### config.mk
export PLATFORM = sky130hd
export DESIGN_NAME = twi_master_irq_and_dma_regs
export DESIGN_NICKNAME = d
export VERILOG_FILES = /design/src/twi_regs_pkg.sv /design/src/twi_master_irq_and_dma_regs.sv
export SDC_FILE = /design/constraint.sdc
export NUM_CORES = 1
export LEC_CHECK = 0
export BUFFER_PORTS_ARGS = -buffer_cell sky130_fd_sc_hd__buf_2
export CORE_ASPECT_RATIO = 1.1
export CORE_MARGIN = 2
export CORE_UTILIZATION = 35
export DETAILED_ROUTE_END_ITERATION = 8
export PLACE_DENSITY_LB_ADDON = 0.12
export SETUP_SLACK_MARGIN = 0.5
export SYNTH_ARGS = -nofsm -noshare
export SYNTH_HDL_FRONTEND = slang
export SYNTH_SLANG_ARGS = --single-unit
### constraint.sdc
create_clock -name sys_clk -period 3.65 [get_ports sys_clk]
set_input_delay 0.73 -clock sys_clk [delete_from_list [all_inputs] [get_ports sys_clk]]
set_output_delay 0.73 -clock sys_clk [all_outputs]
set_load 0.005 [all_outputs]
### src/twi_regs_pkg.sv
// constants, layouts and types of the two-wire master register bank
// ----------------------------------------------------------------------
// ----------------------------------------------------------------------
package twi_regs_pkg;

  // ----------------------------------------------------------------------
  // register byte offsets
  // ----------------------------------------------------------------------
  localparam logic [11:0] OFS_IRQ_ENABLE = 12'h300;
  localparam logic [11:0] OFS_IRQ_ENABLE_SET = 12'h304;
  localparam logic [11:0] OFS_IRQ_ENABLE_CLEAR = 12'h308;
  localparam logic [11:0] OFS_IRQ_STATUS = 12'h310;
  localparam logic [11:0] OFS_ERROR_SOURCE = 12'h4c4;
  localparam logic [11:0] OFS_MASTER_ENABLE = 12'h500;
  localparam logic [11:0] OFS_BUS_RATE = 12'h524;
  localparam logic [11:0] OFS_TARGET_ADDRESS = 12'h588;
  localparam logic [11:0] OFS_CLOCK_LINE_PIN = 12'h600;
  localparam logic [11:0] OFS_DATA_LINE_PIN = 12'h604;
  localparam logic [11:0] OFS_RX_BUFFER_POINTER = 12'h704;
  localparam logic [11:0] OFS_RX_BUFFER_LIMIT = 12'h708;
  localparam logic [11:0] OFS_RX_BYTES_MOVED = 12'h70c;
  localparam logic [11:0] OFS_RX_ABORT_ON_FAULT = 12'h71c;
  localparam logic [11:0] OFS_RX_FAULT_ADDRESS = 12'h720;

  // ----------------------------------------------------------------------
  // event bit positions, shared by enable and status registers
  // ----------------------------------------------------------------------
  localparam int BIT_STOPPED = 1;
  localparam int BIT_ERROR = 5;
  localparam int BIT_SUSPENDED = 10;
  localparam int BIT_FINAL_RX = 13;
  localparam int BIT_FINAL_TX = 14;
  localparam int BIT_RX_DONE = 19;
  localparam int BIT_RX_PRIMED = 20;
  localparam int BIT_RX_FAULT = 21;
  localparam int BIT_RX_HIT0 = 22;
  localparam int BIT_TX_DONE = 26;
  localparam int BIT_TX_PRIMED = 27;
  localparam int BIT_TX_FAULT = 28;

  localparam logic [31:0] RESET_WORD = 32'h0000_0000;
  localparam logic [2:0] ERROR_SOURCE_MASK = 3'h7;
  localparam int MASTER_ON_BIT = 0;
  localparam int ABORT_ON_BIT = 0;
  localparam logic [15:0] RATE_MIN = 16'h0001;

  // ----------------------------------------------------------------------
  // types
  // ----------------------------------------------------------------------
  typedef struct packed {
    logic stopped;
    logic error;
    logic suspended;
    logic finalByteReceived;
    logic finalByteSent;
    logic rxDmaDone;
    logic rxDmaPrimed;
    logic rxDmaFault;
    logic [3:0] rxPatternHit;
    logic txDmaDone;
    logic txDmaPrimed;
    logic txDmaFault;
  } twi_events_s;

  typedef enum logic [1:0] {PH_IDLE, PH_WAIT, PH_DONE} bus_phase_e;

endpackage

### src/twi_master_irq_and_dma_regs.sv
// register bank, interrupt logic and bus clock divider of the two-wire master
`timescale 1ns/10ps
module twi_master_irq_and_dma_regs (
  // clock and reset
  input wire logic sys_clk,
  input wire logic reset_n,
  // ahb-lite slave
  input wire logic hsel,
  input wire logic [31:0] haddr,
  input wire logic [1:0] htrans,
  input wire logic hwrite,
  input wire logic [2:0] hsize,
  input wire logic [31:0] hwdata,
  input wire logic hready,
  output logic hreadyout,
  output logic [31:0] hrdata,
  output logic hresp,
  // events and data from the sequencer and dma engine
  input wire twi_regs_pkg::twi_events_s evIn,
  input wire logic [2:0] errorFlags,
  input wire logic [31:0] dmaCount,
  input wire logic [31:0] dmaFaultAddr,
  input wire logic linkRun,
  // settings toward the sequencer and dma engine
  output logic masterOn,
  output logic [31:0] rxBufferPointer,
  output logic [31:0] rxBufferLimit,
  output logic [31:0] targetAddress,
  output logic [31:0] clockLinePin,
  output logic [31:0] dataLinePin,
  output logic rxAbort,
  output logic irq,
  // bus clock line, open drain
  input wire logic sclIn,
  output logic sclOut,
  output logic sclOe
);

  // ----------------------------------------------------------------------
  // helpers
  // ----------------------------------------------------------------------
  function automatic logic [31:0] eventWord(twi_regs_pkg::twi_events_s e);
    logic [31:0] w;
    w = twi_regs_pkg::RESET_WORD;
    w[twi_regs_pkg::BIT_STOPPED] = e.stopped;
    w[twi_regs_pkg::BIT_ERROR] = e.error;
    w[twi_regs_pkg::BIT_SUSPENDED] = e.suspended;
    w[twi_regs_pkg::BIT_FINAL_RX] = e.finalByteReceived;
    w[twi_regs_pkg::BIT_FINAL_TX] = e.finalByteSent;
    w[twi_regs_pkg::BIT_RX_DONE] = e.rxDmaDone;
    w[twi_regs_pkg::BIT_RX_PRIMED] = e.rxDmaPrimed;
    w[twi_regs_pkg::BIT_RX_FAULT] = e.rxDmaFault;
    w[twi_regs_pkg::BIT_RX_HIT0 +: 4] = e.rxPatternHit;
    w[twi_regs_pkg::BIT_TX_DONE] = e.txDmaDone;
    w[twi_regs_pkg::BIT_TX_PRIMED] = e.txDmaPrimed;
    w[twi_regs_pkg::BIT_TX_FAULT] = e.txDmaFault;
    return w;
  endfunction

  // valid positions only, so reserved bits stay zero
  localparam logic [31:0] EVENT_MASK = eventWord('1);

  function automatic logic [15:0] halfPeriod(logic [31:0] rate);
    return (rate[15:0] < twi_regs_pkg::RATE_MIN) ? twi_regs_pkg::RATE_MIN : rate[15:0];
  endfunction

  // ----------------------------------------------------------------------
  // state
  // ----------------------------------------------------------------------
  twi_regs_pkg::bus_phase_e phase_reg;
  logic [11:0] addr_reg;
  logic write_reg;
  logic [31:0] irqEnable_reg;
  logic [31:0] irqStatus_reg;
  logic [2:0] errorSource_reg;
  logic [31:0] masterEnable_reg;
  logic [31:0] busRate_reg;
  logic [31:0] rxBytesMoved_reg;
  logic [31:0] abortOnFault_reg;
  logic [31:0] rxFaultAddress_reg;
  logic sclMeta_reg;
  logic sclSync_reg;
  logic sclPrev_reg;
  logic [15:0] phaseCnt_reg;
  logic [31:0] evBits;
  logic accept;
  logic doWrite;

  assign evBits = eventWord(evIn);
  assign accept = hsel && htrans[1] && hready;
  assign doWrite = (phase_reg == twi_regs_pkg::PH_WAIT) && write_reg;

  // ----------------------------------------------------------------------
  // ahb-lite slave: one wait state so read data leaves a flop
  // ----------------------------------------------------------------------
  always_ff @(posedge sys_clk) begin
    if (!reset_n) begin
      phase_reg <= twi_regs_pkg::PH_IDLE;
      addr_reg <= 12'h000;
      write_reg <= 1'b0;
      hreadyout <= 1'b1;
      hresp <= 1'b0;
    end else begin
      hresp <= 1'b0;
      case (phase_reg)
        twi_regs_pkg::PH_WAIT: begin
          phase_reg <= twi_regs_pkg::PH_DONE;
          hreadyout <= 1'b1;
        end
        twi_regs_pkg::PH_IDLE, twi_regs_pkg::PH_DONE: begin
          if (accept) begin
            phase_reg <= twi_regs_pkg::PH_WAIT;
            addr_reg <= {haddr[11:2], 2'b00};
            write_reg <= hwrite;
            hreadyout <= 1'b0;
          end else begin
            phase_reg <= twi_regs_pkg::PH_IDLE;
            write_reg <= 1'b0;
            hreadyout <= 1'b1;
          end
        end
        default: begin
          phase_reg <= twi_regs_pkg::PH_IDLE;
          hreadyout <= 1'b1;
        end
      endcase
    end
  end

  // unmapped offsets read zero
  always_ff @(posedge sys_clk) begin
    if (!reset_n) begin
      hrdata <= twi_regs_pkg::RESET_WORD;
    end else if (phase_reg == twi_regs_pkg::PH_WAIT && !write_reg) begin
      case (addr_reg)
        twi_regs_pkg::OFS_IRQ_ENABLE,
        twi_regs_pkg::OFS_IRQ_ENABLE_SET,
        twi_regs_pkg::OFS_IRQ_ENABLE_CLEAR: hrdata <= irqEnable_reg;
        twi_regs_pkg::OFS_IRQ_STATUS: hrdata <= irqStatus_reg;
        twi_regs_pkg::OFS_ERROR_SOURCE: hrdata <= {29'h0, errorSource_reg};
        twi_regs_pkg::OFS_MASTER_ENABLE: hrdata <= masterEnable_reg;
        twi_regs_pkg::OFS_BUS_RATE: hrdata <= busRate_reg;
        twi_regs_pkg::OFS_TARGET_ADDRESS: hrdata <= targetAddress;
        twi_regs_pkg::OFS_CLOCK_LINE_PIN: hrdata <= clockLinePin;
        twi_regs_pkg::OFS_DATA_LINE_PIN: hrdata <= dataLinePin;
        twi_regs_pkg::OFS_RX_BUFFER_POINTER: hrdata <= rxBufferPointer;
        twi_regs_pkg::OFS_RX_BUFFER_LIMIT: hrdata <= rxBufferLimit;
        twi_regs_pkg::OFS_RX_BYTES_MOVED: hrdata <= rxBytesMoved_reg;
        twi_regs_pkg::OFS_RX_ABORT_ON_FAULT: hrdata <= abortOnFault_reg;
        twi_regs_pkg::OFS_RX_FAULT_ADDRESS: hrdata <= rxFaultAddress_reg;
        default: hrdata <= twi_regs_pkg::RESET_WORD;
      endcase
    end
  end

  // ----------------------------------------------------------------------
  // interrupt enables, status and request
  // ----------------------------------------------------------------------
  always_ff @(posedge sys_clk) begin
    if (!reset_n) begin
      irqEnable_reg <= twi_regs_pkg::RESET_WORD;
    end else if (doWrite) begin
      case (addr_reg)
        twi_regs_pkg::OFS_IRQ_ENABLE: irqEnable_reg <= hwdata & EVENT_MASK;
        twi_regs_pkg::OFS_IRQ_ENABLE_SET: irqEnable_reg <= irqEnable_reg | (hwdata & EVENT_MASK);
        twi_regs_pkg::OFS_IRQ_ENABLE_CLEAR: irqEnable_reg <= irqEnable_reg & ~hwdata;
        default: irqEnable_reg <= irqEnable_reg;
      endcase
    end
  end

  // an event in the clearing cycle survives the clear
  always_ff @(posedge sys_clk) begin
    if (!reset_n) begin
      irqStatus_reg <= twi_regs_pkg::RESET_WORD;
    end else if (doWrite && addr_reg == twi_regs_pkg::OFS_IRQ_STATUS) begin
      irqStatus_reg <= (irqStatus_reg & ~hwdata) | (evBits & EVENT_MASK);
    end else begin
      irqStatus_reg <= irqStatus_reg | (evBits & EVENT_MASK);
    end
  end

  // disabling drops the request but keeps the flag
  always_ff @(posedge sys_clk) begin
    if (!reset_n) begin
      irq <= 1'b0;
    end else begin
      irq <= |(irqStatus_reg & irqEnable_reg);
    end
  end

  always_ff @(posedge sys_clk) begin
    if (!reset_n) begin
      errorSource_reg <= 3'h0;
    end else if (doWrite && addr_reg == twi_regs_pkg::OFS_ERROR_SOURCE) begin
      errorSource_reg <= (errorSource_reg & ~hwdata[2:0]) | errorFlags;
    end else begin
      errorSource_reg <= (errorSource_reg | errorFlags) & twi_regs_pkg::ERROR_SOURCE_MASK;
    end
  end

  // ----------------------------------------------------------------------
  // plain configuration registers
  // ----------------------------------------------------------------------
  always_ff @(posedge sys_clk) begin
    if (!reset_n) begin
      masterEnable_reg <= twi_regs_pkg::RESET_WORD;
      busRate_reg <= twi_regs_pkg::RESET_WORD;
      targetAddress <= twi_regs_pkg::RESET_WORD;
      clockLinePin <= twi_regs_pkg::RESET_WORD;
      dataLinePin <= twi_regs_pkg::RESET_WORD;
      rxBufferPointer <= twi_regs_pkg::RESET_WORD;
      rxBufferLimit <= twi_regs_pkg::RESET_WORD;
      abortOnFault_reg <= twi_regs_pkg::RESET_WORD;
    end else if (doWrite) begin
      case (addr_reg)
        twi_regs_pkg::OFS_MASTER_ENABLE: masterEnable_reg <= hwdata;
        twi_regs_pkg::OFS_BUS_RATE: busRate_reg <= hwdata;
        twi_regs_pkg::OFS_TARGET_ADDRESS: targetAddress <= hwdata;
        twi_regs_pkg::OFS_CLOCK_LINE_PIN: clockLinePin <= hwdata;
        twi_regs_pkg::OFS_DATA_LINE_PIN: dataLinePin <= hwdata;
        twi_regs_pkg::OFS_RX_BUFFER_POINTER: rxBufferPointer <= hwdata;
        twi_regs_pkg::OFS_RX_BUFFER_LIMIT: rxBufferLimit <= hwdata;
        twi_regs_pkg::OFS_RX_ABORT_ON_FAULT: abortOnFault_reg <= hwdata;
        default: masterEnable_reg <= masterEnable_reg;
      endcase
    end
  end

  always_ff @(posedge sys_clk) begin
    if (!reset_n) begin
      masterOn <= 1'b0;
    end else begin
      masterOn <= masterEnable_reg[twi_regs_pkg::MASTER_ON_BIT];
    end
  end

  // ----------------------------------------------------------------------
  // receive dma status
  // ----------------------------------------------------------------------
  always_ff @(posedge sys_clk) begin
    if (!reset_n) begin
      rxBytesMoved_reg <= twi_regs_pkg::RESET_WORD;
    end else if (evIn.rxDmaDone || (|evIn.rxPatternHit)) begin
      rxBytesMoved_reg <= dmaCount;
    end
  end

  always_ff @(posedge sys_clk) begin
    if (!reset_n) begin
      rxFaultAddress_reg <= twi_regs_pkg::RESET_WORD;
    end else if (evIn.rxDmaFault) begin
      rxFaultAddress_reg <= dmaFaultAddr;
    end
  end

  // one-cycle abort pulse toward the sequencer
  always_ff @(posedge sys_clk) begin
    if (!reset_n) begin
      rxAbort <= 1'b0;
    end else begin
      rxAbort <= evIn.rxDmaFault && abortOnFault_reg[twi_regs_pkg::ABORT_ON_BIT];
    end
  end

  // ----------------------------------------------------------------------
  // bus clock divider with stretch detection
  // ----------------------------------------------------------------------
  always_ff @(posedge sys_clk) begin
    if (!reset_n) begin
      sclMeta_reg <= 1'b1;
      sclSync_reg <= 1'b1;
      sclPrev_reg <= 1'b1;
    end else begin
      sclMeta_reg <= sclIn;
      sclSync_reg <= sclMeta_reg;
      sclPrev_reg <= sclSync_reg;
    end
  end

  // a slave holding the line low stretches the high phase, not the count
  always_ff @(posedge sys_clk) begin
    if (!reset_n) begin
      phaseCnt_reg <= 16'h0000;
      sclOe <= 1'b0;
      sclOut <= 1'b0;
    end else if (!(masterOn && linkRun)) begin
      phaseCnt_reg <= 16'h0000;
      sclOe <= 1'b0;
    end else if (!sclOe && !sclSync_reg) begin
      phaseCnt_reg <= 16'h0000;
    end else if (phaseCnt_reg + 16'h0001 >= halfPeriod(busRate_reg)) begin
      phaseCnt_reg <= 16'h0000;
      sclOe <= !sclOe;
    end else begin
      phaseCnt_reg <= phaseCnt_reg + 16'h0001;
    end
  end
endmodule // twi_master_irq_and_dma_regs

# Yosys cells after proc, flatten, opt, wreduce, memory -nomap -nowiden
# Cells that the tools add are included.
# op_classes
n_reduce_logical	33
n_mux	9
add_sub_neg	1
eq_ne	17
n_bitwise	14
magnitude_cmp	2
# ops
op	n
$pmux 32 s13	1
$eq 10x9->1 const B	11
$and 32x32->32	3
$or 32x29->32	3
$pmux 32 s3	1
$eq 10x8->1 const B	4
$mux 32	1
$not 32->32	1
$reduce_or 32->1	1
$reduce_and 2->1	13
$add 16x1->16 const B	1
$ge 16x16->1	1
$lt 16x1->1 const B	1
$mux 16	1
$logic_and 1x1->1	9
$reduce_or 4->1	2
$or 3x3->3	2
$pmux 2 s2	1
$and 3x3->3	1
$logic_not 1->1	3
$mux 1	3
$mux 3	1
$not 1->1	3
$not 3->3	1
other kinds (7)	7
# word_totals
ff_bits	455
out_inout_bits	199
elab_cells	101

# Depth between registers and ports, before layout
# logic_depth
ltp_word	4
depth_mapped	12
ltp_nobuf	10

# Worst setup path before layout
# Ideal clock, no wire load.
# synth_timing
path_type	register -> register
from	register phaseCnt_reg[0]
to	register phaseCnt_reg[10]
synth_period_minus_slack_ns	2.646
setup_time_ns	0.080
setup_slack_ns	1.004
t_arrival_ns	2.566
n_path_buf	2
stages_incl_launch_ff	12
path_cell_list	dfxtp_1 -> ha_1 -> nand3_1 -> xnor2_1 -> ha_1 -> a21o_1 -> a211oi_1 -> o211ai_1 -> a2111o_1 -> clkbuf_1 -> clkbuf_1 -> nor3b_1
# synth_between
elab_chain_len	3
# synth_rtl
item	line_no	source
from (decl)	twi_master_irq_and_dma_regs.sv:84	logic [15:0] phaseCnt_reg;
from (signal assigned)	twi_master_irq_and_dma_regs.sv:296	phaseCnt_reg <= phaseCnt_reg + 16'h0001;
$add 16x1->16 (*)	twi_master_irq_and_dma_regs.sv:292, twi_master_irq_and_dma_regs.sv:296	
$ge 16x16->1	twi_master_irq_and_dma_regs.sv:292	end else if (phaseCnt_reg + 16'h0001 >= halfPeriod(busRate_reg)) begin
$reduce_or 4->1 (no line)	n/a	
# Every way passes the cells marked *; elsewhere a longest branch is shown, timed or not.
# A chain may end at the register's enable or synchronous reset.

# Worst setup path in the final report
# layout_timing
from	register addr_reg[8]
to	register hrdata[8]
# layout_between
elab_chain_len	3
# layout_rtl
item	line_no	source
from (decl)	twi_master_irq_and_dma_regs.sv:71	logic [11:0] addr_reg;
from (signal assigned)	twi_master_irq_and_dma_regs.sv:113	addr_reg <= {haddr[11:2], 2'b00};
$eq 10x8->1	twi_master_irq_and_dma_regs.sv:135	case (addr_reg)
$reduce_or 3->1	twi_master_irq_and_dma_regs.sv:135	
$pmux 32 s13 (*)	twi_master_irq_and_dma_regs.sv:135	
to (signal assigned)	twi_master_irq_and_dma_regs.sv:138	twi_regs_pkg::OFS_IRQ_ENABLE_CLEAR: hrdata <= irqEnable_reg;
to (signal assigned)	twi_master_irq_and_dma_regs.sv:139	twi_regs_pkg::OFS_IRQ_STATUS: hrdata <= irqStatus_reg;
to (signal assigned)	twi_master_irq_and_dma_regs.sv:140	twi_regs_pkg::OFS_ERROR_SOURCE: hrdata <= {29'h0, errorSource_reg};
to (decl)	twi_master_irq_and_dma_regs.sv:16	output logic [31:0] hrdata,
# Marks and branches as above.

==> impl_metrics.yaml <==
setup_path:
  start_kind: "flop"
  r2r_slack_ps: 630
  crit_slowest_cell: "nor4bb_4"
  crit_chain: "nor4bb_4 -> nand3b_1 -> buf_4 -> o22ai_1 -> nor3_1 -> a221oi_2"
  arrival_ps: 3530
  crit_path_max_fanout: 12
  crit_type: "flop to flop"
  crit_path_end_kind: "flop"
  worstPathRequired_ps: 4160
  r2r_cells: 6
  slowest_delay_ps: 670
  cpLargestDelayFamily: "simple AND/OR/NAND/NOR gates"
  reg2reg_from: "addr_reg[8]"
  crit_buf_inv: 1
  worstReg2RegEnd: "hrdata[8]"
timing:
  period_share_pct: 82.6
  finalHoldViolations: 0
  whs_ps: 324
  fmax_mhz: 332
  period_minus_slack_ps: 3020
  relSlewSlack_pct: 18.7
  rsz0062_at_grt: "false"
  fin_skew_ps: 15.5
  tns_ps: 0
  slew_viol_final: 0
  finalSetupViolations: 0
  worst_slew_pin_slew_ps: 1220
place:
  routabilityCongestion: 0.949
  port_buffers: 328
  dpl.hpwl_um: 66100
  dp_cells: 3396
synthesis:
  synthTopCellsByArea: "dfxtp_1 (46%), nand2_1 (12%), a21oi_1 (8.8%)"
  synth-seq-cells: 455
  synth_cell_types: 68
  async_flop_share_pct: 0
  synth_area_sq_mm: 0.0198
  ys.flop_type: "dfxtp_1"
  ys_seq_area_share_pct: 46.0
  synth_edf_count: 0
  ys.warnings.count: 0
  synth_top_area_share_pct: 46.0
  avgSynthCellArea_sq_um: 8.08
  syn-instance-count: 2452
  yosys.area.top_type: "dfxtp_1"
die:
  start_util_pct: 35.4
  core-area_sq_mm: 0.0560
  die_w_um: 231
  die_area_sq_mm: 0.0586
  ioPinCount: 357
  rows: 91
  die_h_um: 254
route:
  drc: 0
  ant_nets: 0
  totalWireLength_um: 92600
  vias: 20154
  drt-initial-drc-count: 2293
  wl_per_cell_um: 26.5
  via_per_inst: 5.77
  dr.pass1.iters: 7
hold_path:
  min_path_cells: 2
  hold_end: "sclMeta_reg"
  min_from: "sclIn"
  hold_class: "primary input to flop"
grt:
  grt_overflow: 0
  grt_max_degree: 87
  antenna_found_initial: 3
  track_usage_pct: 30.2
  grt_pass1_wl_um: 131000
  grt_pass1_vias: 18794
layout:
  syn_to_final_growth_pct: 21.9
  final_layout_size_suffix_gt1_share_pct: 20.9
  layout_common_cells: "nand2_1 (653), dfxtp_1 (453), a21oi_1 (349)"
  nets: 2883
  utilization_pct: 43.1
  layout_commonest_cell: "nand2_1"
  fin_cells: 3491
cts:
  clock_sinks: 455
  postCtsResizedCells: 0
  cts_root_buf: "clkbuf_16"
  insertion_delay_ps: 600
  post-cts-setup-buffers: 0
  holdBufCountCts: 0
  cts_buffer_depth: 3
  tritoncts: "yes"
  htree_num_levels: 2
  clk_pin_slew_ps: 60
  cts_buffers: 51
power:
  ir_worst_vdd_v: 0.000359
  fin_total_pwr_mw: 10.9
  power.density_mw_per_mm2: 453
  leakage_nw: 9.01
outcome:
  outcome: "complete, no violations"
run:
  cap_violations: 0
metal layers:
metal  GRT usage (%)  part of all wire [%]
met5               0                     0
met2            47.5                    45
met3            6.51                   9.1
met1            41.2                    42
met4            9.49                   3.2
how the worst max path moves through the flow:
stage	start	to	slack, ps	cells after the start
6_report	addr_reg[8]	hrdata[8]	630	6
2_1_floorplan	phaseCnt_reg[0]	phaseCnt_reg[10]	1000	11
5_1_grt	phaseCnt_reg[1]	sclOe	480	9
3_5_place_dp	phaseCnt_reg[0]	sclOe	520	9
4_1_cts	phaseCnt_reg[0]	sclOe	510	9
3_3_place_gp	phaseCnt_reg[0]	sclOe	550	9
cell usage after synthesis (all sizes together), types with 17 or more instances:
master	instances
dfxtp	455
o21ai	81
and3	30
a211oi	18
nor3	22
o21a	19
nand2	653
mux2i	40
a21boi	19
nand3	35
ha	17
nor2	70
inv	30
buf	19
a22oi	81
a21oi	349
a221oi	55
a22o	44
clkbuf	208
report_power, final:
part           switching (mW)  internal [mW]
registers              0.0583           5.03
clock network            2.18           3.13
logic                   0.376          0.158
total                    2.62           8.32
metrics by stage:
step           worst slack, ps  area, sq um
2_1_floorplan             1000        19800
3_3_place_gp               548        22400
3_5_place_dp               517        22400
4_1_cts                    507        24100
5_1_grt                    480        24200
6_report                   634        24200
cell type report:
| type | instances | area (sq um) |
|---|---|---|
| clock buffers | 76 | 1550 |
| clock inverters | 15 | 153 |
| inverters | 30 | 120 |
| diodes | 1 | 2.50 |
| multi-input cells | 1744 | 9850 |
| well taps | 744 | 931 |
| repair buffers | 426 | 2440 |
| fillers | 5719 | 31900 |
| flip-flops and latches | 455 | 9110 |
kinds of logic after synthesis:
group / after synthesis / share of synthesized area, %
multiplexers: 52 / 2.70
AO/OA/AOI/OAI: 748 / 24.7
flip-flops: 455 / 46.0
other: 1 / 0.0189
buffers and inverters: 257 / 5.12
AND/OR/NAND/NOR: 908 / 19.8
adder cells (fa/ha/maj): 17 / 1.07
XOR/XNOR: 14 / 0.619
Power figures use the tool's default switching activity.
